`config.mk`:
```
export PLATFORM = sky130hd
export DESIGN_NAME = vradc_cfg
export DESIGN_NICKNAME = d
export VERILOG_FILES = /design/src/hdl/vradc_pkg.sv /design/src/hdl/vradc_ramp.sv /design/src/hdl/vradc_cfg.sv
export SDC_FILE = /design/constraint.sdc
export NUM_CORES = 1
export LEC_CHECK = 0
export ABC_CLOCK_PERIOD_IN_PS = 2200
export BUFFER_PORTS_ARGS = -buffer_cell sky130_fd_sc_hd__clkbuf_2
export CORE_ASPECT_RATIO = 1.75
export CORE_MARGIN = 5
export CORE_UTILIZATION = 49
export CTS_CLUSTER_DIAMETER = 60
export DETAILED_ROUTE_END_ITERATION = 16
export MAX_ROUTING_LAYER = met4
export PLACE_DENSITY = 0.83
export SLEW_MARGIN = 40
export SYNTH_ARGS = -nofsm -noshare
export SYNTH_HDL_FRONTEND = slang
export SYNTH_HIERARCHICAL = 1
export SYNTH_SLANG_ARGS = --single-unit
```
`constraint.sdc`:
```
create_clock -name CLK -period 2.2 [get_ports CLK]
set_clock_uncertainty 0.05 [all_clocks]
set_input_delay 0 -clock CLK [delete_from_list [all_inputs] [get_ports CLK]]
set_output_delay 0 -clock CLK [all_outputs]
set_load 0.02 [all_outputs]
```
`src/hdl/vradc_pkg.sv`:
```
// vradc_pkg: register map, field layout and reset values of the
// volume ramp, auto-mute and dither configuration bank.
// assumes an 8-bit register port with byte addresses.
package vradc_pkg;

  localparam logic [7:0] EMERG_RAMP_OFS  = 8'h40;
  localparam logic [7:0] AUTO_MUTE_OFS   = 8'h41;
  localparam logic [7:0] PRIM_DITHER_OFS = 8'h43;
  localparam logic [7:0] LEFT_DC_HI_OFS  = 8'h44;

  localparam logic [7:0] EMERG_RAMP_RST  = 8'h10;
  localparam logic [7:0] AUTO_MUTE_RST   = 8'h07;
  localparam logic [7:0] PRIM_DITHER_RST = 8'h00;
  localparam logic [7:0] LEFT_DC_HI_RST  = 8'h00;

  // field positions (low bit of each field)
  localparam int EMERG_IVL_LSB  = 6;
  localparam int EMERG_DEC_LSB  = 4;
  localparam int JOINT_BIT      = 2;
  localparam int EN_POS1_BIT    = 1;
  localparam int EN_POS0_BIT    = 0;
  localparam int L_AC_LSB       = 6;
  localparam int R_AC_LSB       = 4;
  localparam int L_DEM_LSB      = 2;
  localparam int R_DEM_LSB      = 0;
  localparam int DC_AMT_LSB     = 0;

  // ramp interval codes and volume code points (0.5 dB per code)
  localparam logic [1:0] IVL_EVERY_1  = 2'h0;
  localparam logic [1:0] IVL_EVERY_2  = 2'h1;
  localparam logic [1:0] IVL_EVERY_4  = 2'h2;
  localparam logic [1:0] IVL_INSTANT  = 2'h3;
  localparam logic [7:0] VOL_MUTE     = 8'hFF;
  localparam logic [8:0] STEP_4DB     = 9'h008;

endpackage : vradc_pkg

```
`src/hdl/vradc_ramp.sv`:
```
// vradc_ramp: one channel's ramp-down of the volume code toward mute.
// assumes fs_tick is a one-cycle pulse per sample period on clk.
`timescale 1ns/1ns
module vradc_ramp
  import vradc_pkg::*;
(
  input  wire logic       clk,
  input  wire logic       rst_n,
  input  wire logic       fs_tick,
  input  wire logic       ramp_req,
  input  wire logic [1:0] interval,
  input  wire logic [1:0] decrement,
  input  wire logic [7:0] vol_set,
  output logic      [7:0] vol_out
);

  logic [1:0] cnt_q;
  logic [1:0] cnt_d;
  logic       upd;
  logic [8:0] step;
  logic [8:0] sum;
  logic [7:0] vol_d;

  // update strobe every 1, 2 or 4 sample periods
  assign upd   = fs_tick && ((interval == IVL_EVERY_1) ||
                 (interval == IVL_EVERY_2 && cnt_q[0]) ||
                 (interval == IVL_EVERY_4 && cnt_q == 2'h3));
  assign cnt_d = !ramp_req ? 2'h0 : (fs_tick ? cnt_q + 2'h1 : cnt_q);
  // 4, 2, 1 or 0.5 dB as 8, 4, 2 or 1 codes
  assign step  = STEP_4DB >> decrement;
  assign sum   = {1'b0, vol_out} + step;
  // saturate at mute, never wrap past it
  assign vol_d = !ramp_req ? vol_set :
                 (interval == IVL_INSTANT) ? VOL_MUTE :
                 !upd ? vol_out :
                 (sum >= {1'b0, VOL_MUTE}) ? VOL_MUTE : sum[7:0];

  // counter and volume state
  always_ff @(posedge clk or negedge rst_n)
  begin
    if (!rst_n)
    begin
      cnt_q   <= 2'h0;
      vol_out <= VOL_MUTE;
    end
    else
    begin
      cnt_q   <= cnt_d;
      vol_out <= vol_d;
    end
  end

endmodule : vradc_ramp

```
`src/hdl/vradc_cfg.sv`:
```
// vradc_cfg: configuration bank for emergency volume ramp, auto mute
// and primary dither gains, plus the logic those settings steer.
// assumes register port, fs tick, zero flags and mute requests on CLK.
`timescale 1ns/1ns
module vradc_cfg
  import vradc_pkg::*;
(
  input  wire logic       CLK,
  input  wire logic       RST_N,
  input  wire logic [7:0] REG_ADDR,
  input  wire logic [7:0] REG_WDATA,
  input  wire logic       REG_WR,
  input  wire logic       REG_RD,
  output logic      [7:0] REG_RDATA,
  output logic            REG_RVALID,
  input  wire logic       FS_TICK,
  input  wire logic       EMERG_REQ,
  input  wire logic       SOFT_MUTE_REQ,
  input  wire logic [1:0] NORM_INTERVAL,
  input  wire logic [1:0] NORM_DECREMENT,
  input  wire logic [7:0] VOL_SET_L,
  input  wire logic [7:0] VOL_SET_R,
  input  wire logic       ZERO_L,
  input  wire logic       ZERO_R,
  output logic      [7:0] VOL_L,
  output logic      [7:0] VOL_R,
  output logic            AUTO_MUTE_L,
  output logic            AUTO_MUTE_R,
  output logic      [1:0] AC_GAIN_L,
  output logic      [1:0] AC_GAIN_R,
  output logic      [1:0] DEM_GAIN_L,
  output logic      [1:0] DEM_GAIN_R,
  output logic      [2:0] DC_DITHER_L
);

  logic       rst_meta_q;
  logic       rst_n;
  logic [7:0] emerg_q;
  logic [7:0] amute_q;
  logic [7:0] dither_q;
  logic [7:0] dchi_q;
  logic       wr_emerg;
  logic       wr_amute;
  logic       wr_dither;
  logic       wr_dchi;
  logic [7:0] rd_mux;
  logic       ramp_req;
  logic [1:0] sel_ivl;
  logic [1:0] sel_dec;
  logic       joint;
  logic       en_left;
  logic       en_right;
  logic       want_l;
  logic       want_r;
  logic       mute_l_d;
  logic       mute_r_d;

  // reset release through two flops
  always_ff @(posedge CLK or negedge RST_N)
  begin
    if (!RST_N)
    begin
      rst_meta_q <= 1'b0;
      rst_n      <= 1'b0;
    end
    else
    begin
      rst_meta_q <= 1'b1;
      rst_n      <= rst_meta_q;
    end
  end

  // address decode
  assign wr_emerg  = REG_WR && (REG_ADDR == EMERG_RAMP_OFS);
  assign wr_amute  = REG_WR && (REG_ADDR == AUTO_MUTE_OFS);
  assign wr_dither = REG_WR && (REG_ADDR == PRIM_DITHER_OFS);
  assign wr_dchi   = REG_WR && (REG_ADDR == LEFT_DC_HI_OFS);
  // unmapped addresses read as zero
  assign rd_mux    = (REG_ADDR == EMERG_RAMP_OFS)  ? emerg_q  :
                     (REG_ADDR == AUTO_MUTE_OFS)   ? amute_q  :
                     (REG_ADDR == PRIM_DITHER_OFS) ? dither_q :
                     (REG_ADDR == LEFT_DC_HI_OFS)  ? dchi_q   : 8'h00;

  // register storage, reserved bits kept as written
  always_ff @(posedge CLK or negedge rst_n)
  begin
    if (!rst_n)
    begin
      emerg_q  <= EMERG_RAMP_RST;
      amute_q  <= AUTO_MUTE_RST;
      dither_q <= PRIM_DITHER_RST;
      dchi_q   <= LEFT_DC_HI_RST;
    end
    else
    begin
      if (wr_emerg)
        emerg_q <= REG_WDATA;
      if (wr_amute)
        amute_q <= REG_WDATA;
      if (wr_dither)
        dither_q <= REG_WDATA;
      if (wr_dchi)
        dchi_q <= REG_WDATA;
    end
  end

  // read data one cycle after the read strobe
  always_ff @(posedge CLK or negedge rst_n)
  begin
    if (!rst_n)
    begin
      REG_RDATA  <= 8'h00;
      REG_RVALID <= 1'b0;
    end
    else
    begin
      REG_RVALID <= REG_RD;
      if (REG_RD)
        REG_RDATA <= rd_mux;
    end
  end

  // emergency settings take priority over soft mute settings
  assign ramp_req = EMERG_REQ || SOFT_MUTE_REQ;
  assign sel_ivl  = EMERG_REQ ? emerg_q[EMERG_IVL_LSB +: 2] : NORM_INTERVAL;
  assign sel_dec  = EMERG_REQ ? emerg_q[EMERG_DEC_LSB +: 2] : NORM_DECREMENT;

  // per-channel ramp toward mute
  vradc_ramp u_ramp_l (
    .clk       (CLK),
    .rst_n     (rst_n),
    .fs_tick   (FS_TICK),
    .ramp_req  (ramp_req),
    .interval  (sel_ivl),
    .decrement (sel_dec),
    .vol_set   (VOL_SET_L),
    .vol_out   (VOL_L)
  );

  vradc_ramp u_ramp_r (
    .clk       (CLK),
    .rst_n     (rst_n),
    .fs_tick   (FS_TICK),
    .ramp_req  (ramp_req),
    .interval  (sel_ivl),
    .decrement (sel_dec),
    .vol_set   (VOL_SET_R),
    .vol_out   (VOL_R)
  );

  // auto mute: bit 1 governs right, bit 0 governs left
  assign joint    = amute_q[JOINT_BIT];
  assign en_right = amute_q[EN_POS1_BIT];
  assign en_left  = amute_q[EN_POS0_BIT];
  assign want_l   = en_left && ZERO_L;
  assign want_r   = en_right && ZERO_R;
  assign mute_l_d = joint ? (want_l && want_r) : want_l;
  assign mute_r_d = joint ? (want_l && want_r) : want_r;

  // registered auto mute and dither outputs
  always_ff @(posedge CLK or negedge rst_n)
  begin
    if (!rst_n)
    begin
      AUTO_MUTE_L <= 1'b0;
      AUTO_MUTE_R <= 1'b0;
      AC_GAIN_L   <= PRIM_DITHER_RST[L_AC_LSB +: 2];
      AC_GAIN_R   <= PRIM_DITHER_RST[R_AC_LSB +: 2];
      DEM_GAIN_L  <= PRIM_DITHER_RST[L_DEM_LSB +: 2];
      DEM_GAIN_R  <= PRIM_DITHER_RST[R_DEM_LSB +: 2];
      DC_DITHER_L <= LEFT_DC_HI_RST[DC_AMT_LSB +: 3];
    end
    else
    begin
      AUTO_MUTE_L <= mute_l_d;
      AUTO_MUTE_R <= mute_r_d;
      AC_GAIN_L   <= dither_q[L_AC_LSB +: 2];
      AC_GAIN_R   <= dither_q[R_AC_LSB +: 2];
      DEM_GAIN_L  <= dither_q[L_DEM_LSB +: 2];
      DEM_GAIN_R  <= dither_q[R_DEM_LSB +: 2];
      DC_DITHER_L <= dchi_q[DC_AMT_LSB +: 3];
    end
  end

  // checks on ramp behaviour
  inst_mute_a : assert property (@(posedge CLK) disable iff (!rst_n)
    EMERG_REQ && emerg_q[7:6] == IVL_INSTANT |=> VOL_L == VOL_MUTE && VOL_R == VOL_MUTE)
    else $error("instant emergency mute did not reach mute");

  half_rate_a : assert property (@(posedge CLK) disable iff (!rst_n)
    EMERG_REQ && emerg_q[7:6] == IVL_EVERY_2 && FS_TICK && u_ramp_l.cnt_q[0] && VOL_L < 8'hF0
    |=> (VOL_L > $past(VOL_L)) ##1 (EMERG_REQ && !FS_TICK)[*2] |=> VOL_L == $past(VOL_L))
    else $error("two-period emergency ramp updated at wrong time");

  step_size_a : assert property (@(posedge CLK) disable iff (!rst_n)
    EMERG_REQ && emerg_q[7:4] == 4'h0 && FS_TICK && VOL_L < 8'hF0
    |=> VOL_L == $past(VOL_L) + 8'h08)
    else $error("4 dB emergency step not applied");

  half_db_a : assert property (@(posedge CLK) disable iff (!rst_n)
    EMERG_REQ && emerg_q[7:4] == 4'h3 && FS_TICK && VOL_R < 8'hF0
    |=> VOL_R == $past(VOL_R) + 8'h01)
    else $error("0.5 dB emergency step not applied");

  emerg_prio_a : assert property (@(posedge CLK) disable iff (!rst_n)
    EMERG_REQ && SOFT_MUTE_REQ |-> sel_ivl == emerg_q[7:6] && sel_dec == emerg_q[5:4])
    else $error("soft mute settings used during emergency ramp");

  mute_floor_a : assert property (@(posedge CLK) disable iff (!rst_n)
    ramp_req && VOL_L == VOL_MUTE ##1 ramp_req |-> VOL_L == VOL_MUTE)
    else $error("volume left mute while ramping");

  // checks on interval timing, the other step sizes and volume tracking without a ramp
  half_hold_a : assert property (@(posedge CLK) disable iff (!rst_n)
    EMERG_REQ && emerg_q[7:6] == IVL_EVERY_2 && FS_TICK && !u_ramp_l.cnt_q[0]
    |=> VOL_L == $past(VOL_L))
    else $error("two-period emergency ramp moved on an odd tick");

  quarter_hold_a : assert property (@(posedge CLK) disable iff (!rst_n)
    EMERG_REQ && emerg_q[7:6] == IVL_EVERY_4 && FS_TICK && u_ramp_l.cnt_q != 2'h3
    |=> VOL_L == $past(VOL_L))
    else $error("four-period emergency ramp moved early");

  quarter_step_a : assert property (@(posedge CLK) disable iff (!rst_n)
    EMERG_REQ && emerg_q[7:6] == IVL_EVERY_4 && FS_TICK && u_ramp_l.cnt_q == 2'h3 &&
    VOL_L < 8'hF0 |=> VOL_L > $past(VOL_L))
    else $error("four-period emergency ramp missed its update");

  two_db_a : assert property (@(posedge CLK) disable iff (!rst_n)
    EMERG_REQ && emerg_q[7:4] == 4'h1 && FS_TICK && VOL_L < 8'hF0
    |=> VOL_L == $past(VOL_L) + 8'h04)
    else $error("2 dB emergency step not applied");

  one_db_a : assert property (@(posedge CLK) disable iff (!rst_n)
    EMERG_REQ && emerg_q[7:4] == 4'h2 && FS_TICK && VOL_R < 8'hF0
    |=> VOL_R == $past(VOL_R) + 8'h02)
    else $error("1 dB emergency step not applied");

  vol_track_a : assert property (@(posedge CLK) disable iff (!rst_n)
    !ramp_req |=> VOL_L == $past(VOL_SET_L) && VOL_R == $past(VOL_SET_R))
    else $error("volume did not follow its setting without a ramp");

  // checks on auto mute
  indep_mute_a : assert property (@(posedge CLK) disable iff (!rst_n)
    !joint && en_left && ZERO_L && !ZERO_R |=> AUTO_MUTE_L && !AUTO_MUTE_R)
    else $error("independent auto mute wrong");

  joint_wait_a : assert property (@(posedge CLK) disable iff (!rst_n)
    joint && ZERO_L && !ZERO_R |=> !AUTO_MUTE_L)
    else $error("joint auto mute fired with one channel nonzero");

  zero_cause_a : assert property (@(posedge CLK) disable iff (!rst_n)
    AUTO_MUTE_R |-> $past(ZERO_R))
    else $error("auto mute without zero detection");

  reset_vals_a : assert property (@(posedge CLK)
    $rose(rst_n) |-> amute_q[2:0] == 3'h7)
    else $error("auto mute bits not set after reset");

  pos1_off_a : assert property (@(posedge CLK) disable iff (!rst_n)
    !en_right |=> !AUTO_MUTE_R)
    else $error("right channel muted while disabled");

  pos0_off_a : assert property (@(posedge CLK) disable iff (!rst_n)
    !en_left |=> !AUTO_MUTE_L)
    else $error("left channel muted while disabled");

  joint_block_a : assert property (@(posedge CLK) disable iff (!rst_n)
    joint && !en_right |=> !AUTO_MUTE_L)
    else $error("joint mode muted left with right disabled");

  joint_both_a : assert property (@(posedge CLK) disable iff (!rst_n)
    joint && en_left && en_right && ZERO_L && ZERO_R |=> AUTO_MUTE_L && AUTO_MUTE_R)
    else $error("joint auto mute missed with both channels zero");

  right_block_a : assert property (@(posedge CLK) disable iff (!rst_n)
    joint && !en_left |=> !AUTO_MUTE_R)
    else $error("joint mode muted right with left disabled");

  // checks on dither fields
  ac_gain_a : assert property (@(posedge CLK) disable iff (!rst_n)
    wr_dither |=> ##1 AC_GAIN_L == $past(REG_WDATA[7:6], 2) &&
    AC_GAIN_R == $past(REG_WDATA[5:4], 2))
    else $error("AC dither gain not taken from write");

  dem_gain_a : assert property (@(posedge CLK) disable iff (!rst_n)
    wr_dither |=> ##1 DEM_GAIN_L == $past(REG_WDATA[3:2], 2) &&
    DEM_GAIN_R == $past(REG_WDATA[1:0], 2))
    else $error("DEM dither gain not taken from write");

  dc_copy_a : assert property (@(posedge CLK) disable iff (!rst_n)
    wr_dchi |=> ##1 DC_DITHER_L == $past(REG_WDATA[2:0], 2))
    else $error("DC dither amount not taken from write");

  // checks on the register port
  rd_valid_a : assert property (@(posedge CLK) disable iff (!rst_n)
    REG_RD |=> REG_RVALID)
    else $error("read strobe gave no valid pulse");

  rd_zero_a : assert property (@(posedge CLK) disable iff (!rst_n)
    REG_RD && REG_ADDR != EMERG_RAMP_OFS && REG_ADDR != AUTO_MUTE_OFS &&
    REG_ADDR != PRIM_DITHER_OFS && REG_ADDR != LEFT_DC_HI_OFS |=> REG_RDATA == 8'h00)
    else $error("unmapped read returned nonzero data");

endmodule : vradc_cfg

```
==> flow_summary.json, run 1 <==
{
  "outcome": "finished, final reports clean",
  "p_sw_share_pct": 32.17,
  "final_common_cell": "clkbuf_2",
  "mostFrequentLayoutCells": "clkbuf_2 (82), dfrtp_1 (55), mux2_2 (34)",
  "combPwrFrac_pct": 29.9,
  "reg2reg_slack_ns": 0.002,
  "cp.arrival_ns": 2.41,
  "vdd_drop_max_uv": 686.1,
  "hp-class": "in -> reg",
  "worst-endpoint-required_ns": 2.41,
  "rsz0062_at_grt": "yes",
  "io_pins": 83,
  "worstHoldPathCells": 3,
  "synth_cell_types": 49,
  "antenna_found_initial": 0,
  "p_total_mw": 4.766,
  "ys_ff_latch": 76,
  "clockBufferDepth": 2,
  "clkSinkCount": 76,
  "critPathCaptureType": "register",
  "drive_gt1_share_pct": 48.19,
  "slew_viol_final": 0,
  "cts_tree": "done",
  "first_iter_violations": 195,
  "wl_per_cell_um": 17.55,
  "cts_buffers": 9,
  "hold_path_startpoint": "FS_TICK",
  "fmax_mhz": 455.0,
  "slew_headroom_pct": 63.48,
  "crit_fanout": 7,
  "synthToLayoutAreaGrowth_pct": 37.83,
  "initial_core_util_pct": 49.48,
  "routed_wl_um": 9813,
  "dp_hpwl_um": 6458,
  "critPathLaunchType": "register",
  "synth_warnings": 6,
  "p_leak_nw": 2.536,
  "reg2reg_from": "emerg_q[5]$_DFFE_PN0P_",
  "setup_viol": 0,
  "tightest_slew_ns": 0.5477,
  "placedCellCount": 506,
  "clk_latency_ns": 0.33,
  "core_um2": 7801,
  "r2r_end": "u_ramp_l/vol_out[5]$_DFFE_PN1P_",
  "gp_congestion": 0.9142,
  "fin_area_um2": 5320,
  "path_class": "reg -> reg",
  "die_w_um": 77.09,
  "rr_worst_depth": 8,
  "num_rows": 43,
  "finalHoldViolations": 0,
  "fin_nets": 521,
  "syn_nets": 385,
  "vias": 3206,
  "power_frac_seq_pct": 39.6,
  "vias_per_cell": 5.735,
  "power.share.clock_pct": 30.5,
  "powerDensity_nw_per_um2": 895.8,
  "layout_setup_ws_ns": 0.002435,
  "place_area_um2": 4474,
  "syn_area_per_cell_um2": 11.77,
  "switchingPower_mw": 1.533,
  "period_share_pct": 99.89,
  "dp_slack_ns": -0.1163,
  "p_int_mw": 3.232,
  "gr-total-overflow": 0,
  "die-area_um2": 9822,
  "grt_max_degree": 75,
  "port_buffers": 82,
  "ant_nets": 0,
  "drc": 0,
  "fin_cells": 559,
  "whs_endpoint": "u_ramp_l/cnt_q[1]$_DFFE_PN0P_",
  "root_buffer": "clkbuf_16",
  "cap_viol_max_count": 0,
  "cts_max_level": 3,
  "syn_area_um2": 3860,
  "path_clk_slew_ns": 0.05,
  "grt_pass1_wl_um": 15810,
  "num_antenna_cells": 0,
  "grt_util_all_layers_pct": 20.48,
  "first_pass_iters": 4,
  "synth_seq_area_share_pct": 49.92,
  "n_fill_cell": 544,
  "grt_pass1_vias": 3402,
  "syn_inst": 328,
  "fin_crit_ns": 2.198,
  "dieHeight_um": 127.4
}
-- sequential cells by signal, indices dropped and copies added (netlist names) --
name and count:
REG_RDATA 8, amute_q 8, dchi_q 8, dither_q 8
emerg_q 8, u_ramp_l/vol_out 8, u_ramp_r/vol_out 8, DC_DITHER_L 3
AC_GAIN_L 2, AC_GAIN_R 2, DEM_GAIN_L 2, DEM_GAIN_R 2
u_ramp_l/cnt_q 2, u_ramp_r/cnt_q 2, AUTO_MUTE_L 1, AUTO_MUTE_R 1
REG_RVALID 1, rst_meta_q 1, rst_n 1
-- layout make-up --
class	instances	area, um^2	share of cell area [%]
Clock inverter	5	52.55	0.9878
Multi-Input combinational cell	229	2032	38.19
Sequential cell	76	1928	36.24
Tap cell	90	112.6	2.117
Inverter	12	45.04	0.8467
Timing Repair Buffer	136	907.1	17.05
Clock buffer	11	242.7	4.563
-- cell usage after synthesis, drive strengths merged --
library cell | number | area (um^2)
a211o | 2 | 17.52
a211oi | 10 | 75.07
a21o | 2 | 15.01
a21oi | 18 | 97.60
a2bb2oi | 2 | 17.52
a311oi | 2 | 30.03
a31o | 2 | 17.52
and2 | 5 | 31.28
and3 | 2 | 12.51
and4b | 8 | 80.08
buf | 8 | 56.29
clkbuf | 3 | 11.26
conb | 1 | 3.750
dfrtp | 56 | 1401
dfstp | 20 | 525.5
fa | 2 | 40.04
ha | 10 | 125.1
inv | 12 | 45.04
mux2 | 36 | 405.4
mux2i | 2 | 20.02
nand2 | 11 | 41.29
nand2b | 5 | 31.28
nand3 | 9 | 50.05
nand4 | 2 | 25.02
nand4b | 1 | 15.01
nor2 | 14 | 55.06
nor2b | 10 | 62.56
nor3 | 8 | 40.04
nor3b | 11 | 87.58
nor4b | 1 | 23.77
o21a | 6 | 45.04
o21ai | 12 | 60.06
o221a | 4 | 45.04
o221ai | 2 | 17.52
o22ai | 8 | 50.05
o31ai | 2 | 25.02
o32ai | 8 | 70.07
or2 | 1 | 6.260
or2b | 3 | 22.52
or3 | 1 | 6.260
xnor2 | 4 | 35.03
xor2 | 2 | 17.52
-- kinds of logic after synthesis --
family	after synthesis	synth area share (%)
other	1	0.09715
XOR/XNOR	6	1.361
AO/OA/AOI/OAI	80	15.11
flip-flops	76	49.92
buffers and inverters	23	2.917
AND/OR/NAND/NOR	92	15.30
adder cells (fa/ha/maj)	12	4.279
multiplexers	38	11.02
-- how the worst max path moves through the flow --
stage / start / depth (start not counted) / slack (ns) / endpoint
floorplan: emerg_q[4]$_DFFE_PN1P_ / 9 / 0.03 / u_ramp_l/vol_out[6]$_DFFE_PN1P_
global placement: emerg_q[4]$_DFFE_PN1P_ / 9 / -0.05 / u_ramp_r/vol_out[5]$_DFFE_PN1P_
global route: emerg_q[5]$_DFFE_PN0P_ / 8 / -0.08 / u_ramp_l/vol_out[5]$_DFFE_PN1P_
finish: emerg_q[5]$_DFFE_PN0P_ / 8 / 0.002 / u_ramp_l/vol_out[5]$_DFFE_PN1P_
CTS: emerg_q[4]$_DFFE_PN1P_ / 9 / -0.02 / u_ramp_r/vol_out[4]$_DFFE_PN1P_
detailed placement: emerg_q[5]$_DFFE_PN0P_ / 9 / -0.12 / u_ramp_l/vol_out[5]$_DFFE_PN1P_
-- repair_timing --
item,4_1_cts,5_1_grt
pin swaps,11,15
setup buffers,4,3
gates resized for setup,20,18
hold endpoints to repair,53,0
hold buffers,30,0
endpoints found under the setup margin,13,11
-- per-stage QoR --
| stage | setup TNS, ns | utilization [%] | hold WS (ns) |
|---|---|---|---|
| floorplan | 0 | - | -0.3456 |
| global placement | -0.2305 | 57.35 | -0.2637 |
| detailed placement | -0.8416 | 57.35 | -0.2604 |
| CTS | -0.04088 | 66.61 | 0.1030 |
| global route | -0.6168 | 68.20 | 0.1304 |
| finish | 0 | 68.20 | 0.1171 |
-- critical path, cell delays in order, from the launching register on --
cell	delay, ns
dfrtp_1	0.38
mux2_4	0.30
nor2b_2	0.17
ha_1	0.27
a211o_1	0.29
a21oi_2	0.19
nor2b_2	0.07
o21a_1	0.17
o221a_2	0.23
-- routing by layer --
metal	vias to the layer above	routed length [um]	global-route usage (%)
li1	1498	-	-
met1	1571	3682	21.95
met2	117	5383	36.15
met3	20	503	3.385
met4	0	244	10.12
met5	-	0	-
-- power groups by stage --
stage	clock [mW]	combinational (mW)	sequential [mW]
after CTS	1.48	1.30	1.87
after global routing	1.54	1.53	1.92
after floorplan	0	0.618	2.02
after global placement	0	1.12	1.87
after detailed placement	0	1.15	1.88
final	1.45	1.43	1.89
(Power assumes the default switching activity.)
==> run 2: changes to the inputs <==
- CTS_BUF_LIST: unset -> sky130_fd_sc_hd__clkbuf_16
- RECOVER_POWER: unset -> 50
==> run 2 against run 1 <==
Against the previous run:
- the run now ends with capacitance limit, slew limit, setup timing left
- cell area is 0.12% lower
- sequential share of layout area barely moved
- routed wire length decreased by 0.47%
- clock power decreased by 3%
- utilization decreased by 0.080 points
- total power down 0.97%
- global-route usage stayed put
- largest power group unchanged
- worst hold slack worse by 0.0027 ns
- final cell count unchanged
- combinational power about the same
- highest routed layer unchanged
- fmax shrank 1.3%
==> flow_summary.json, run 2 (synthesized netlist as in run 1, its figures left out) <==
{
  "gr-total-overflow": 0,
  "tightest_slew_ns": 1.599,
  "cap_viol_max_count": 1,
  "powerDensity_nw_per_um2": 888.1,
  "mostFrequentLayoutCells": "clkbuf_2 (81), dfrtp_1 (55), mux2_2 (34)",
  "final_common_cell": "clkbuf_2",
  "vdd_drop_max_uv": 661.1,
  "rsz0062_at_grt": "yes",
  "multi_input_area_um2": 2048,
  "cp.arrival_ns": 2.44,
  "worst-endpoint-required_ns": 2.41,
  "grt_max_degree": 75,
  "root_buffer": "clkbuf_16",
  "holdWs_ns": 0.1144,
  "port_buffers": 82,
  "drive_gt1_share_pct": 48.19,
  "dp_hpwl_um": 6458,
  "slew_headroom_pct": -6.615,
  "initial_core_util_pct": 49.48,
  "core_um2": 7801,
  "ant_nets": 0,
  "path_buf_inv": 0,
  "n_fill_cell": 538,
  "reg2reg_from": "emerg_q[5]$_DFFE_PN0P_",
  "outcome": "complete, but fails checks",
  "die-area_um2": 9822,
  "path_class": "reg -> reg",
  "finalHoldViolations": 0,
  "num_rows": 43,
  "grt_pass1_vias": 3402,
  "placedCellCount": 506,
  "first_iter_violations": 184,
  "path_cells": "mux2_4 > and2_4 > ha_4 > fa_2 > nand3_4 > a21oi_4 > a211oi_4 > nand3_1 > o221a_2",
  "setup_viol": 2,
  "violations": "capacitance limit, slew limit, setup timing",
  "wl_per_cell_um": 17.47,
  "hp-class": "in -> reg",
  "crit_family": "adder cells",
  "io_pins": 83,
  "cts_max_level": 3,
  "critPathCaptureType": "register",
  "rr_worst_depth": 9,
  "clockBufferDepth": 2,
  "path_clk_slew_ns": 0.05,
  "dieHeight_um": 127.4,
  "fin_nets": 521,
  "routed_wl_um": 9767,
  "crit_fanout": 7,
  "gp_congestion": 0.9142,
  "die_w_um": 77.09,
  "cts_tree": "done",
  "seqCellArea_um2": 1928,
  "clkSinkCount": 76,
  "slowest_stage": "dfrtp_1",
  "antenna_found_initial": 0,
  "period_share_pct": 101.2,
  "fin_cells": 559,
  "layout_setup_ws_ns": -0.02688,
  "grt_pass1_wl_um": 15810,
  "vias_per_cell": 5.732,
  "synthToLayoutAreaGrowth_pct": 37.67,
  "critPathLaunchType": "register",
  "hold_path_startpoint": "FS_TICK",
  "fin_crit_ns": 2.227,
  "p_leak_nw": 2.531,
  "drc": 0,
  "grt_util_all_layers_pct": 20.48,
  "reg2reg_slack_ns": -0.03,
  "num_antenna_cells": 0,
  "cts_buffers": 9,
  "first_pass_iters": 4,
  "worstHoldPathCells": 3,
  "r2r_end": "u_ramp_l/vol_out[4]$_DFFE_PN1P_",
  "vias": 3204,
  "fmax_mhz": 449.1,
  "cp_slowest_stage_delay_ns": 0.37,
  "clk_latency_ns": 0.34,
  "whs_endpoint": "u_ramp_l/cnt_q[1]$_DFFE_PN0P_",
  "slew_viol_final": 75
}
[run 2: worst max-delay path by stage]
stage / start / end / slack [ns] / cells past startpoint
CTS: emerg_q[4]$_DFFE_PN1P_ / u_ramp_r/vol_out[4]$_DFFE_PN1P_ / -0.02 / 9
floorplan: emerg_q[4]$_DFFE_PN1P_ / u_ramp_l/vol_out[6]$_DFFE_PN1P_ / 0.03 / 9
global placement: emerg_q[4]$_DFFE_PN1P_ / u_ramp_r/vol_out[5]$_DFFE_PN1P_ / -0.05 / 9
finish: emerg_q[5]$_DFFE_PN0P_ / u_ramp_l/vol_out[4]$_DFFE_PN1P_ / -0.03 / 9
detailed placement: emerg_q[5]$_DFFE_PN0P_ / u_ramp_l/vol_out[5]$_DFFE_PN1P_ / -0.12 / 9
global route: emerg_q[4]$_DFFE_PN1P_ / u_ramp_r/vol_out[4]$_DFFE_PN1P_ / -0.07 / 9
[run 2: per-stage QoR]
stage | power, mW | TNS (ns) | setup slack, ns | util, % | instance area [um^2]
5_1_grt | 4.949 | -0.4307 | -0.06936 | 68.12 | 5314
2_1_floorplan | 2.634 | 0 | 0.02826 | - | 3879
4_1_cts | 4.615 | -0.03892 | -0.02090 | 66.48 | 5186
3_3_place_gp | 2.992 | -0.2305 | -0.04689 | 57.35 | 4474
3_5_place_dp | 3.035 | -0.8416 | -0.1163 | 57.35 | 4474
6_report | 4.719 | -0.02697 | -0.02688 | 68.12 | 5314
[run 2: power breakdown]
part | internal [mW] | leakage (nW) | switching, mW
clock | 0.863 | 0.144 | 0.549
combinational | 0.660 | 1.42 | 0.761
sequential | 1.67 | 0.971 | 0.218
[run 2: cell type report]
type,instances,share of cell area [%]
clock buffers,9,4.238
flip-flops and latches,76,36.28
repair buffers,136,16.84
well taps,90,2.119
inverters,12,0.8477
clock inverters,7,1.130
multi-input cells,229,38.54
[run 2: routing by layer]
layer	up-vias	share of wire [%]	global-route usage [%]
met5	-	0	-
met3	28	5.3	3.385
li1	1494	-	-
met2	128	55	36.15
met1	1554	37	21.95
met4	0	2.8	10.12
[run 2: worst reg2reg max path: stages (launching register included)]
cell	delay (ns)
dfrtp_1	0.37
mux2_4	0.30
and2_4	0.18
ha_4	0.16
fa_2	0.36
nand3_4	0.10
a21oi_4	0.09
a211oi_4	0.26
nand3_1	0.14
o221a_2	0.15
[run 2: repair_timing]
item | 4_1_cts | 5_1_grt
buffers inserted | 4 | 3
pin swaps | 11 | 20
gates resized for setup | 20 | 24
endpoints found under the setup margin | 13 | 11
hold buffers | 30 | 0
hold endpoints to repair | 53 | 0
cloned | 0 | 0
